### config.mk
export PLATFORM = sky130hd
export DESIGN_NAME = esed_top
export DESIGN_NICKNAME = d
export VERILOG_FILES = /design/src/rtl/esed_pkg.sv /design/src/rtl/esed_evict_if.sv /design/src/rtl/esed_doorbell_seq.sv /design/src/rtl/esed_top.sv
export SDC_FILE = /design/constraint.sdc
export NUM_CORES = 1
export LEC_CHECK = 0
export BUFFER_PORTS_ARGS = -buffer_cell sky130_fd_sc_hd__buf_2
export CAP_MARGIN = 20
export CORE_UTILIZATION = 28
export DETAILED_ROUTE_END_ITERATION = 8
export PLACE_DENSITY_LB_ADDON = 0.08
export SLEW_MARGIN = 10
export SYNTH_ARGS = -nofsm -noshare
export SYNTH_HDL_FRONTEND = slang
export SYNTH_SLANG_ARGS = --single-unit
### constraint.sdc
create_clock -name clock -period 2.22 [get_ports clock]
set_input_delay 0.333 -clock clock [delete_from_list [all_inputs] [get_ports clock]]
set_output_delay 0.333 -clock clock [all_outputs]
set_load 0.01 [all_outputs]
### src/rtl/esed_pkg.sv
package esed_pkg;
  // Register byte offsets
  localparam logic [7:0] ESED_CMD_OFF    = 8'h20;
  localparam logic [7:0] ESED_STS_OFF    = 8'h24;
  localparam logic [7:0] ESED_INTEN_OFF  = 8'h28;
  localparam logic [7:0] ESED_PLBASE_OFF = 8'h34;
  localparam logic [7:0] ESED_ALADDR_OFF = 8'h38;
  localparam logic [7:0] ESED_THR_OFF    = 8'h40;
  // Field positions
  localparam int ESED_DOORBELL_BIT = 6;
  localparam int ESED_ASYNC_EN_BIT = 5;
  localparam int ESED_PER_EN_BIT   = 4;
  localparam int ESED_ADV_STS_BIT  = 5;
  // Reset values and address masks
  localparam logic [31:0] ESED_ZERO       = 32'h0000_0000;
  localparam logic [7:0]  ESED_THR_RESET  = 8'h08;
  localparam logic [31:0] ESED_ALIGN_MASK = 32'hFFFF_FFE0;
  localparam logic [31:0] ESED_PL_MASK    = 32'hFFFF_F000;
  // AXI responses
  localparam logic [1:0] ESED_RESP_OKAY   = 2'h0;
  localparam logic [1:0] ESED_RESP_SLVERR = 2'h2;
  // Doorbell flow states
  typedef enum logic [1:0] {
    ESED_IDLE  = 2'h0,
    ESED_EVICT = 2'h1,
    ESED_DONE  = 2'h3
  } esed_state_e;
endpackage : esed_pkg

### src/rtl/esed_evict_if.sv
`timescale 1ns/10ps
interface esed_evict_if;
  logic ring;
  logic evicted;
  logic flag_set;
  modport ctrl (output ring, input evicted, output flag_set);
  modport seq  (input ring, output evicted, input flag_set);
endinterface : esed_evict_if

### src/rtl/esed_doorbell_seq.sv
`timescale 1ns/10ps
module esed_doorbell_seq
  import esed_pkg::*;
#(
  parameter int EVICT_CYCLES = 4
) (
  // Clock and reset
  input  wire logic  clock,
  input  wire logic  resetn,
  // Control link
  esed_evict_if.seq  lnk
);
  logic [7:0] cnt_r;
  // Model of cache eviction latency after the doorbell
  always_ff @(posedge clock) begin
    if (!resetn) begin
      cnt_r <= 8'h00;
    end else if (lnk.flag_set) begin
      cnt_r <= 8'h00;
    end else if (lnk.ring && !lnk.evicted) begin
      cnt_r <= cnt_r + 8'h01;
    end
  end
  assign lnk.evicted = lnk.ring && (cnt_r >= 8'(EVICT_CYCLES));
endmodule : esed_doorbell_seq

### src/rtl/esed_top.sv
`timescale 1ns/10ps
module esed_top
  import esed_pkg::*;
#(
  parameter int EVICT_CYCLES = 4
) (
  // Clock and reset
  input  wire logic        clock,
  input  wire logic        resetn,
  // AXI4-Lite write address
  input  wire logic [7:0]  s_axi_awaddr,
  input  wire logic        s_axi_awvalid,
  output logic             s_axi_awready,
  // AXI4-Lite write data
  input  wire logic [31:0] s_axi_wdata,
  input  wire logic [3:0]  s_axi_wstrb,
  input  wire logic        s_axi_wvalid,
  output logic             s_axi_wready,
  // AXI4-Lite write response
  output logic [1:0]       s_axi_bresp,
  output logic             s_axi_bvalid,
  input  wire logic        s_axi_bready,
  // AXI4-Lite read address
  input  wire logic [7:0]  s_axi_araddr,
  input  wire logic        s_axi_arvalid,
  output logic             s_axi_arready,
  // AXI4-Lite read data
  output logic [31:0]      s_axi_rdata,
  output logic [1:0]       s_axi_rresp,
  output logic             s_axi_rvalid,
  input  wire logic        s_axi_rready,
  // Schedule engine side
  input  wire logic        frame_tick,
  output logic             async_fetch_en,
  output logic [31:0]      async_fetch_addr,
  output logic             periodic_fetch_en,
  output logic [31:0]      periodic_fetch_addr,
  // Interrupt
  output logic             irq
);
  logic        async_schedule_enable_r;
  logic        periodic_schedule_enable_r;
  logic        async_advance_doorbell_r;
  logic        async_advance_status_r;
  logic        async_advance_int_enable_r;
  logic        irq_r;
  logic [31:0] async_list_address_r;
  logic [31:0] periodic_frame_list_base_r;
  logic [7:0]  thr_r;
  logic [7:0]  thr_cnt_r;
  logic        aw_held_r;
  logic        w_held_r;
  logic [7:0]  awaddr_r;
  logic [31:0] wdata_r;
  logic [3:0]  wstrb_r;
  logic        wr_fire;
  logic        wr_ok;
  logic        thr_edge;
  logic [31:0] rd_word;
  logic        rd_ok;
  esed_state_e state_r;
  esed_evict_if lnk ();

  function automatic logic [31:0] merge(input logic [31:0] old, input logic [31:0] nw,
                                        input logic [3:0] strb);
    logic [31:0] res;
    res = old;
    for (int i = 0; i < 4; i++) begin
      if (strb[i]) begin
        res[i*8 +: 8] = nw[i*8 +: 8];
      end
    end
    return res;
  endfunction : merge

  function automatic logic mapped(input logic [7:0] a);
    return (a == ESED_CMD_OFF) || (a == ESED_STS_OFF) || (a == ESED_INTEN_OFF) ||
           (a == ESED_PLBASE_OFF) || (a == ESED_ALADDR_OFF) || (a == ESED_THR_OFF);
  endfunction : mapped

  // Write channel: address and data captured in either order
  assign s_axi_awready = !aw_held_r && !s_axi_bvalid;
  assign s_axi_wready  = !w_held_r && !s_axi_bvalid;
  assign wr_fire = aw_held_r && w_held_r;
  assign wr_ok   = mapped(awaddr_r);

  always_ff @(posedge clock) begin
    if (!resetn) begin
      aw_held_r <= 1'b0;
      awaddr_r  <= 8'h00;
    end else if (s_axi_awvalid && s_axi_awready) begin
      aw_held_r <= 1'b1;
      awaddr_r  <= s_axi_awaddr;
    end else if (wr_fire) begin
      aw_held_r <= 1'b0;
    end
  end

  always_ff @(posedge clock) begin
    if (!resetn) begin
      w_held_r <= 1'b0;
      wdata_r  <= ESED_ZERO;
      wstrb_r  <= 4'h0;
    end else if (s_axi_wvalid && s_axi_wready) begin
      w_held_r <= 1'b1;
      wdata_r  <= s_axi_wdata;
      wstrb_r  <= s_axi_wstrb;
    end else if (wr_fire) begin
      w_held_r <= 1'b0;
    end
  end

  always_ff @(posedge clock) begin
    if (!resetn) begin
      s_axi_bvalid <= 1'b0;
      s_axi_bresp  <= ESED_RESP_OKAY;
    end else if (wr_fire) begin
      s_axi_bvalid <= 1'b1;
      s_axi_bresp  <= wr_ok ? ESED_RESP_OKAY : ESED_RESP_SLVERR;
    end else if (s_axi_bready) begin
      s_axi_bvalid <= 1'b0;
    end
  end

  logic [31:0] wcmd;
  assign wcmd = merge(ESED_ZERO, wdata_r, wstrb_r);

  always_ff @(posedge clock) begin
    if (!resetn) begin
      async_schedule_enable_r    <= 1'b0;
      periodic_schedule_enable_r <= 1'b0;
    end else if (wr_fire && awaddr_r == ESED_CMD_OFF && wstrb_r[0]) begin
      async_schedule_enable_r    <= wcmd[ESED_ASYNC_EN_BIT];
      periodic_schedule_enable_r <= wcmd[ESED_PER_EN_BIT];
    end
  end

  always_ff @(posedge clock) begin
    if (!resetn) begin
      async_advance_doorbell_r <= 1'b0;
    end else if (state_r == ESED_DONE) begin
      async_advance_doorbell_r <= 1'b0;
    end else if (wr_fire && awaddr_r == ESED_CMD_OFF && wstrb_r[0] &&
                 wcmd[ESED_DOORBELL_BIT]) begin
      async_advance_doorbell_r <= 1'b1;
    end
  end

  // Doorbell flow: ring, wait for eviction, set flag, clear
  always_ff @(posedge clock) begin
    if (!resetn) begin
      state_r <= ESED_IDLE;
    end else begin
      case (state_r)
        ESED_IDLE: begin
          if (async_advance_doorbell_r) begin
            state_r <= ESED_EVICT;
          end
        end
        ESED_EVICT: begin
          if (lnk.evicted) begin
            state_r <= ESED_DONE;
          end
        end
        ESED_DONE: begin
          state_r <= ESED_IDLE;
        end
        default: begin
          state_r <= ESED_IDLE;
        end
      endcase
    end
  end

  assign lnk.ring     = (state_r == ESED_EVICT);
  assign lnk.flag_set = (state_r == ESED_EVICT) && lnk.evicted;

  esed_doorbell_seq #(
    .EVICT_CYCLES (EVICT_CYCLES)
  ) u_seq (
    .clock  (clock),
    .resetn (resetn),
    .lnk    (lnk)
  );

  always_ff @(posedge clock) begin
    if (!resetn) begin
      async_advance_status_r <= 1'b0;
    end else if (lnk.flag_set) begin
      async_advance_status_r <= 1'b1;
    end else if (wr_fire && awaddr_r == ESED_STS_OFF && wstrb_r[0] &&
                 wcmd[ESED_ADV_STS_BIT]) begin
      async_advance_status_r <= 1'b0;
    end
  end

  always_ff @(posedge clock) begin
    if (!resetn) begin
      async_advance_int_enable_r <= 1'b0;
      async_list_address_r       <= ESED_ZERO;
      periodic_frame_list_base_r <= ESED_ZERO;
      thr_r                      <= ESED_THR_RESET;
    end else if (wr_fire) begin
      if (awaddr_r == ESED_INTEN_OFF && wstrb_r[0]) begin
        async_advance_int_enable_r <= wcmd[ESED_ADV_STS_BIT];
      end
      if (awaddr_r == ESED_ALADDR_OFF) begin
        async_list_address_r <= merge(async_list_address_r, wdata_r, wstrb_r) & ESED_ALIGN_MASK;
      end
      if (awaddr_r == ESED_PLBASE_OFF) begin
        periodic_frame_list_base_r <= merge(periodic_frame_list_base_r, wdata_r, wstrb_r)
                                      & ESED_PL_MASK;
      end
      if (awaddr_r == ESED_THR_OFF && wstrb_r[0]) begin
        thr_r <= wdata_r[7:0];
      end
    end
  end

  // Threshold boundary counted in frame ticks
  assign thr_edge = frame_tick && (thr_cnt_r + 8'h01 >= thr_r);
  always_ff @(posedge clock) begin
    if (!resetn) begin
      thr_cnt_r <= 8'h00;
    end else if (thr_edge) begin
      thr_cnt_r <= 8'h00;
    end else if (frame_tick) begin
      thr_cnt_r <= thr_cnt_r + 8'h01;
    end
  end

  always_ff @(posedge clock) begin
    if (!resetn) begin
      irq_r <= 1'b0;
    end else if (!(async_advance_status_r && async_advance_int_enable_r)) begin
      irq_r <= 1'b0;
    end else if (thr_edge) begin
      irq_r <= 1'b1;
    end
  end
  assign irq = irq_r;

  assign async_fetch_en      = async_schedule_enable_r;
  assign async_fetch_addr    = async_schedule_enable_r ? async_list_address_r : ESED_ZERO;
  assign periodic_fetch_en   = periodic_schedule_enable_r;
  assign periodic_fetch_addr = periodic_schedule_enable_r ? periodic_frame_list_base_r
                                                          : ESED_ZERO;

  // Read channel, one cycle answer
  always_comb begin
    rd_word = ESED_ZERO;
    rd_ok   = 1'b1;
    case (s_axi_araddr)
      ESED_CMD_OFF: begin
        rd_word[ESED_DOORBELL_BIT] = async_advance_doorbell_r;
        rd_word[ESED_ASYNC_EN_BIT] = async_schedule_enable_r;
        rd_word[ESED_PER_EN_BIT]   = periodic_schedule_enable_r;
      end
      ESED_STS_OFF:    rd_word[ESED_ADV_STS_BIT] = async_advance_status_r;
      ESED_INTEN_OFF:  rd_word[ESED_ADV_STS_BIT] = async_advance_int_enable_r;
      ESED_PLBASE_OFF: rd_word = periodic_frame_list_base_r;
      ESED_ALADDR_OFF: rd_word = async_list_address_r;
      ESED_THR_OFF:    rd_word[7:0] = thr_r;
      default:         rd_ok = 1'b0;
    endcase
  end

  assign s_axi_arready = !s_axi_rvalid;
  always_ff @(posedge clock) begin
    if (!resetn) begin
      s_axi_rvalid <= 1'b0;
      s_axi_rdata  <= ESED_ZERO;
      s_axi_rresp  <= ESED_RESP_OKAY;
    end else if (s_axi_arvalid && s_axi_arready) begin
      s_axi_rvalid <= 1'b1;
      s_axi_rdata  <= rd_word;
      s_axi_rresp  <= rd_ok ? ESED_RESP_OKAY : ESED_RESP_SLVERR;
    end else if (s_axi_rready) begin
      s_axi_rvalid <= 1'b0;
    end
  end
endmodule : esed_top

==> results of run 1 <==
## registers in the layout, indices dropped and copies added (netlist names), 2 cells and up
| name | flops |
|---|---|
| thr_r | 8 |
| s_axi_rdata | 32 |
| wdata_r | 32 |
| awaddr_r | 8 |
| u_seq.cnt_r | 8 |
| thr_cnt_r | 8 |
| wstrb_r | 4 |
| state_r | 2 |
| periodic_frame_list_base_r | 20 |
| async_list_address_r | 27 |
## area by class of cell
| class | count | area (um^2) | share of cell area |
|---|---|---|---|
| Inverter | 15 | 56.3 | 0.00642 |
| Clock inverter | 10 | 111 | 0.0127 |
| Multi-Input combinational cell | 590 | 3500 | 0.399 |
| Sequential cell | 161 | 3230 | 0.368 |
| Timing Repair Buffer | 178 | 1010 | 0.115 |
| Clock buffer | 21 | 460 | 0.0525 |
| Tap cell | 324 | 405 | 0.0462 |
## through the flow
| step | power [mW] | hold slack [ns] | setup WS, ns | setup TNS, ns |
|---|---|---|---|---|
| floorplan | 3.34 | 0.428 | 0.0478 | 0 |
| global placement | 3.52 | 0.433 | -0.0515 | -0.0515 |
| detailed placement | 3.52 | 0.437 | -0.0832 | -0.305 |
| CTS | 6.43 | 0.0846 | 0.00385 | 0 |
| global route | 6.62 | 0.0911 | -0.0729 | -0.336 |
| finish | 6.35 | 0.106 | 0.0158 | 0 |
## power breakdown
part	leakage, nW	switching [mW]	total (mW)	internal (mW)
logic	2.35	0.291	0.457	0.167
registers	1.31	0.0506	3.01	2.96
clock network	0.275	1.18	2.88	1.70
total	3.93	1.52	6.35	4.83
## worst reg2reg max path, delay by kind of cell (launching register included)
family / cells / cell delay [ns]
compound gates: 4 / 0.89
fa+ha+maj: 2 / 0.44
flops: 1 / 0.37
simple gates: 2 / 0.28
xor+xnor: 1 / 0.14
## worst paths after layout
| check | start | endpoint | slack, ns | cells past startpoint |
|---|---|---|---|---|
| hold / removal | s_axi_rready | s_axi_rvalid | 0.11 | 2 |
| setup reg to reg | thr_cnt_r[1] | thr_cnt_r[3] | 0.02 | 9 |
| hold reg to reg | s_axi_rdata[18] | s_axi_rdata[18] | 0.44 | 2 |
| setup / recovery | thr_cnt_r[1] | thr_cnt_r[3] | 0.02 | 9 |
## cells in the final DEF (no fill, tap or decap), drive strengths merged, types with 15 or more instances in the layout
| cell | n |
|---|---|
| buf | 178 |
| a21oi | 53 |
| mux2i | 52 |
| inv | 15 |
| dfxtp | 161 |
| clkbuf | 21 |
| nor2 | 23 |
| and2 | 51 |
| nand2 | 210 |
| o21ai | 34 |
| conb | 19 |
| a22oi | 30 |
## cell families after synthesis
| logic type | count (synthesis) | share of synthesized area |
|---|---|---|
| multiplexers | 52 | 0.0755 |
| other | 1 | 0.000544 |
| XOR/XNOR | 13 | 0.0165 |
| flip-flops | 161 | 0.467 |
| AND/OR/NAND/NOR | 349 | 0.238 |
| AO/OA/AOI/OAI | 146 | 0.129 |
| buffers and inverters | 77 | 0.0526 |
| adder cells (fa/ha/maj) | 11 | 0.0200 |
## what timing repair did
action                                 in CTS  in global routing
setup buffers                               1                  1
endpoints found under the hold margin       0                  0
setup endpoints to repair                   8                  9
pin swaps                                   1                  9
hold buffers                                0                  0
gates cloned                                0                  0
gates resized for setup                     8                 13
## metal layers
metal	share of wire	up-vias	GRT usage
met5	0	-	0
met4	0.0081	0	0.0406
met3	0.032	12	0.0318
met2	0.47	106	0.263
met1	0.49	2717	0.208
li1	-	3011	-
==> out/results.tsv, run 1 <==
metric	value	unit
most common cell in the netlist	nand2_1	
EDFF count, synth	0	
minimum clock period	2.20	ns
post-DP HPWL	13900	um
Buf+Inv Stages, Crit Path	0	
CTS tree	built	
Crit Path Max Fanout	8	
#FFs+latches synth	161	
clock sinks	161	
Slew HR	0.581	
layout cell share with drive strength beyond 1	0.245	
largest stage delay on the critical path	0.37	ns
Vias	5846	
Slew Viols, Final	0	
fill count	2639	
FMAX	454	MHz
final std cells w/o fill	1299	
slowest CP cell	dfxtp_4	
Clock Tree Root	clkbuf_16	
VDD IR-drop max	0.369	mV
Max Root-Sink Buffers	2	
register area share after synthesis	0.467	
Yosys cell types	52	
first-pass GRT wire length	31300	um
die width	159	um
CP endpoint kind	register	
Cell Area, Synth	6900	um^2
Synth area leaders	dfxtp_1 (47%), nand2_1 (11%), mux2i_1 (7.5%)	
worst slew pin tran	0.627	ns
drt first pass iters	7	
period utilization	0.993	
Clock transition at path regs	0.06	ns
total track usage	0.158	
routed wire length	19700	um
largest net degree at the start of global routing	76	
Primary FF master, synth	dfxtp_1	
area leader, netlist	dfxtp_1	
die height	159	um
n_diodes	0	
Synth top cells by count	nand2_1 (205), dfxtp_1 (161), a21oi_1 (53)	
Mapped Cells	810	
max-cap violation count	0	
Clock Latency Late Sink	0.42	ns
Leak	3.93	nW
Worst Path Arrival	2.53	ns
die area	25300	um^2
num ports	168	
Final setup viols	0	
1st-iter DRT viols	242	
status	finished clean	
core area	24200	um^2
post-layout util	0.362	
Antenna Nets Post-Route	0	
H-Tree Depth	4	
critical path required time	2.55	ns
fin area	8770	um^2
placed insts	1266	
CP Launch Type	register	
area growth from synthesis to layout	27.2	%
Most common cell on crit path	a21oi_4	
DR DRC count	0	
initial antenna violation count	0	
CP delay by family, top	compound AO/OA/AOI/OAI gates	
CTS Buf Count	17	
Placed Area	8080	um^2
vias in the first global route	5698	
Vias/cell	4.50	
Cell Pwr Density	723	nW/um^2
Overflow after GRT	0	
starting density of the core	0.284	
Hold Violations, Final	0	
nets@finish	1034	
RSZ-0062 raised after global routing	true	
Setup Crit Path Kind	register to register	
Warnings, synthesis	0	
Hold Crit Class	input pin to register	
WL/cell	15.1	um
Yosys top cell area share	0.467	
row count	57	
RD Place Congestion	0.720	
Clock Skews	0.00934	ns
Synth Area per Inst	8.51	um^2
I/O Buffers	148	
FFs w/ async S/R, synth	0	
worst path cell trace	ha_4, and3_4, nand3_4, xnor2_2, ha_1, o21a_1, a21oi_4, a21oi_4, a221oi_2	
Note: power is estimated with default switching activity, not from simulation.
==> run 2, diff against run 1 <==
==> constraint.sdc (replaced) <==
create_clock -name clock -period 2.22 [get_ports clock]
set_input_delay 0.111 -clock clock [delete_from_list [all_inputs] [get_ports clock]]
set_output_delay 0.111 -clock clock [all_outputs]
set_load 0.01 [all_outputs]
==> out/results.tsv, run 2 (synthesized netlist as in run 1, its figures left out) <==
metric	value	unit	change
initial antenna violation count	0		unchanged
hold path cells	3		was 2
Final setup viols	0		unchanged
final worst slack	0.0226	ns	was 0.0158 ns
worst path cell trace	ha_4, and3_4, nand3_4, xnor2_2, ha_1, o21a_1, a21oi_4, a21oi_4, a221oi_2		unchanged
critical path required time	2.55	ns	about the same
Reg-to-Reg End	thr_cnt_r[3]		unchanged
RSZ-0062 raised after global routing	true		unchanged
end of the worst hold path	async_list_address_r[8]		was s_axi_rvalid
area growth from synthesis to layout	34.0	%	was 27.2%
Hold Violations, Final	0		unchanged
starting density of the core	0.284		unchanged
die area	25300	um^2	unchanged
vias in the first global route	5826		was 5698
period utilization	0.990		was 0.993
Buf+Inv Stages, Crit Path	0		unchanged
biggest regs	s_axi_rdata: 32 flops, wdata_r: 32 flops, async_list_address_r: 27 flops		unchanged
n_diodes	0		unchanged
Worst Path Arrival	2.53	ns	about the same
Max Root-Sink Buffers	2		unchanged
num ports	168		unchanged
CTS Buf Count	17		unchanged
row count	57		unchanged
CP endpoint kind	register		unchanged
Clock Latency Late Sink	0.42	ns	about the same
Hold Crit Class	input pin to register		unchanged
CP Launch Type	register		unchanged
clock sinks	161		unchanged
Vias	6045		was 5846
WL/cell	14.8	um	was 15.1 um
Leak	4.12	nW	was 3.93 nW
Slew Viols, Final	0		unchanged
hold wc startpoint	resetn		was s_axi_rready
RD Place Congestion	0.730		was 0.720
Antenna Nets Post-Route	0		unchanged
Overflow after GRT	0		unchanged
Clock transition at path regs	0.07	ns	was 0.06 ns
worst slew pin tran	0.635	ns	was 0.627 ns
reg2reg start	thr_cnt_r[0]		was thr_cnt_r[1]
post-DP HPWL	13700	um	was 13900 um
Fin Hold WS	0.0709	ns	was 0.106 ns
Register-to-Register Path Depth	9		unchanged
Most common cell on crit path	a21oi_4		unchanged
area of the multi-input gates	3500	um^2	unchanged
minimum clock period	2.20	ns	about the same
commonest non-fill, non-tap cell in the layout	nand2_1		unchanged
r2r setup slk	0.02	ns	about the same
max-cap violation count	0		unchanged
register area	3230	um^2	unchanged
fill count	2576		was 2639
Crit Path Max Fanout	8		unchanged
Slew HR	0.576		was 0.581
first-pass GRT wire length	32000	um	was 31300 um
Clock Skews	0.00946	ns	was 0.00934 ns
DR DRC count	0		unchanged
VDD IR-drop max	0.337	mV	was 0.369 mV
I/O Buffers	148		unchanged
drt first pass iters	4		was 7
largest stage delay on the critical path	0.37	ns	about the same
layout cell share with drive strength beyond 1	0.237		was 0.245
slowest CP cell	dfxtp_4		unchanged
FMAX	455	MHz	was 454 MHz
H-Tree Depth	4		unchanged
largest net degree at the start of global routing	70		was 76
CP delay by family, top	compound AO/OA/AOI/OAI gates		unchanged
most frequent cells in the layout	nand2_1 (204), dfxtp_1 (158), buf_2 (147), mux2i_1 (52), a21oi_1 (51)		unchanged
die width	159	um	unchanged
Vias/cell	4.48		was 4.50
Cell Pwr Density	693	nW/um^2	was 723 nW/um^2
nets@finish	1082		was 1034
1st-iter DRT viols	233		was 242
CTS tree	built		unchanged
die height	159	um	unchanged
status	finished clean		unchanged
routed wire length	20000	um	was 19700 um
core area	24200	um^2	unchanged
Clock Tree Root	clkbuf_16		unchanged
Setup Crit Path Kind	register to register		unchanged
total track usage	0.162		was 0.158
pre-CTS setup slack	-0.0976	ns	was -0.0832 ns
-- run 2: cell count changes in the layout (fill, tap and decap cells not counted), sizes merged --
cell,previous run,this run
dlygate4sd3,0,47
inv,15,21
clkbuf,21,17
clkinv,5,3
clkinvlp,3,5
buf,178,179
bufinv,2,1
-- run 2: layout make-up --
| class | instances | area share |
|---|---|---|
| Inverter | 15 | 0.00609 |
| Clock buffer | 17 | 0.0460 |
| Multi-Input combinational cell | 590 | 0.379 |
| Sequential cell | 161 | 0.350 |
| Clock inverter | 15 | 0.0164 |
| Tap cell | 324 | 0.0439 |
| Timing Repair Buffer | 226 | 0.159 |
-- run 2: through the flow --
step	instance area (um^2)	cells	TNS, ns	utilization	power (mW)
floorplan	6980	828	0	-	3.34
global placement	8070	1266	-0.0420	0.333	3.52
detailed placement	8070	1266	-0.368	0.333	3.52
CTS	9160	1345	0	0.378	6.51
global route	9240	1348	-0.212	0.381	6.70
finish	9240	1348	0	0.381	6.40
-- run 2: power by group --
part | switching (mW) | internal (mW)
Sequential | 0.0493 | 2.95
Combinational | 0.300 | 0.216
Clock | 1.31 | 1.58
-- run 2: what timing repair did --
action,4_1_cts,5_1_grt
hold buffers,47,0
setup endpoints to repair,8,8
setup buffers,0,3
endpoints found under the hold margin,46,0
pin swaps,3,12
resized for setup,8,13
-- run 2: tightest hold or removal path, cell delays in order --
cell	delay, ns
buf_4	0.19
nand2_1	0.09
mux2i_1	0.05
-- run 2: worst max-delay path by stage --
| stage | to | start | cells past startpoint |
|---|---|---|---|
| after floorplan | thr_cnt_r[3] | thr_cnt_r[0] | 9 |
| after global placement | thr_cnt_r[3] | thr_cnt_r[0] | 9 |
| after detailed placement | thr_cnt_r[3] | thr_cnt_r[0] | 9 |
| after CTS | thr_cnt_r[3] | thr_cnt_r[1] | 9 |
| after global routing | thr_cnt_r[0] | thr_cnt_r[0] | 9 |
| final | thr_cnt_r[3] | thr_cnt_r[0] | 9 |
-- run 2: layer usage --
metal | up-vias | track usage | part of all wire
li1 | 3123 | - | -
met1 | 2797 | 0.216 | 0.49
met2 | 104 | 0.264 | 0.47
met3 | 21 | 0.0297 | 0.028
met4 | 0 | 0.0564 | 0.016
met5 | - | 0 | 0
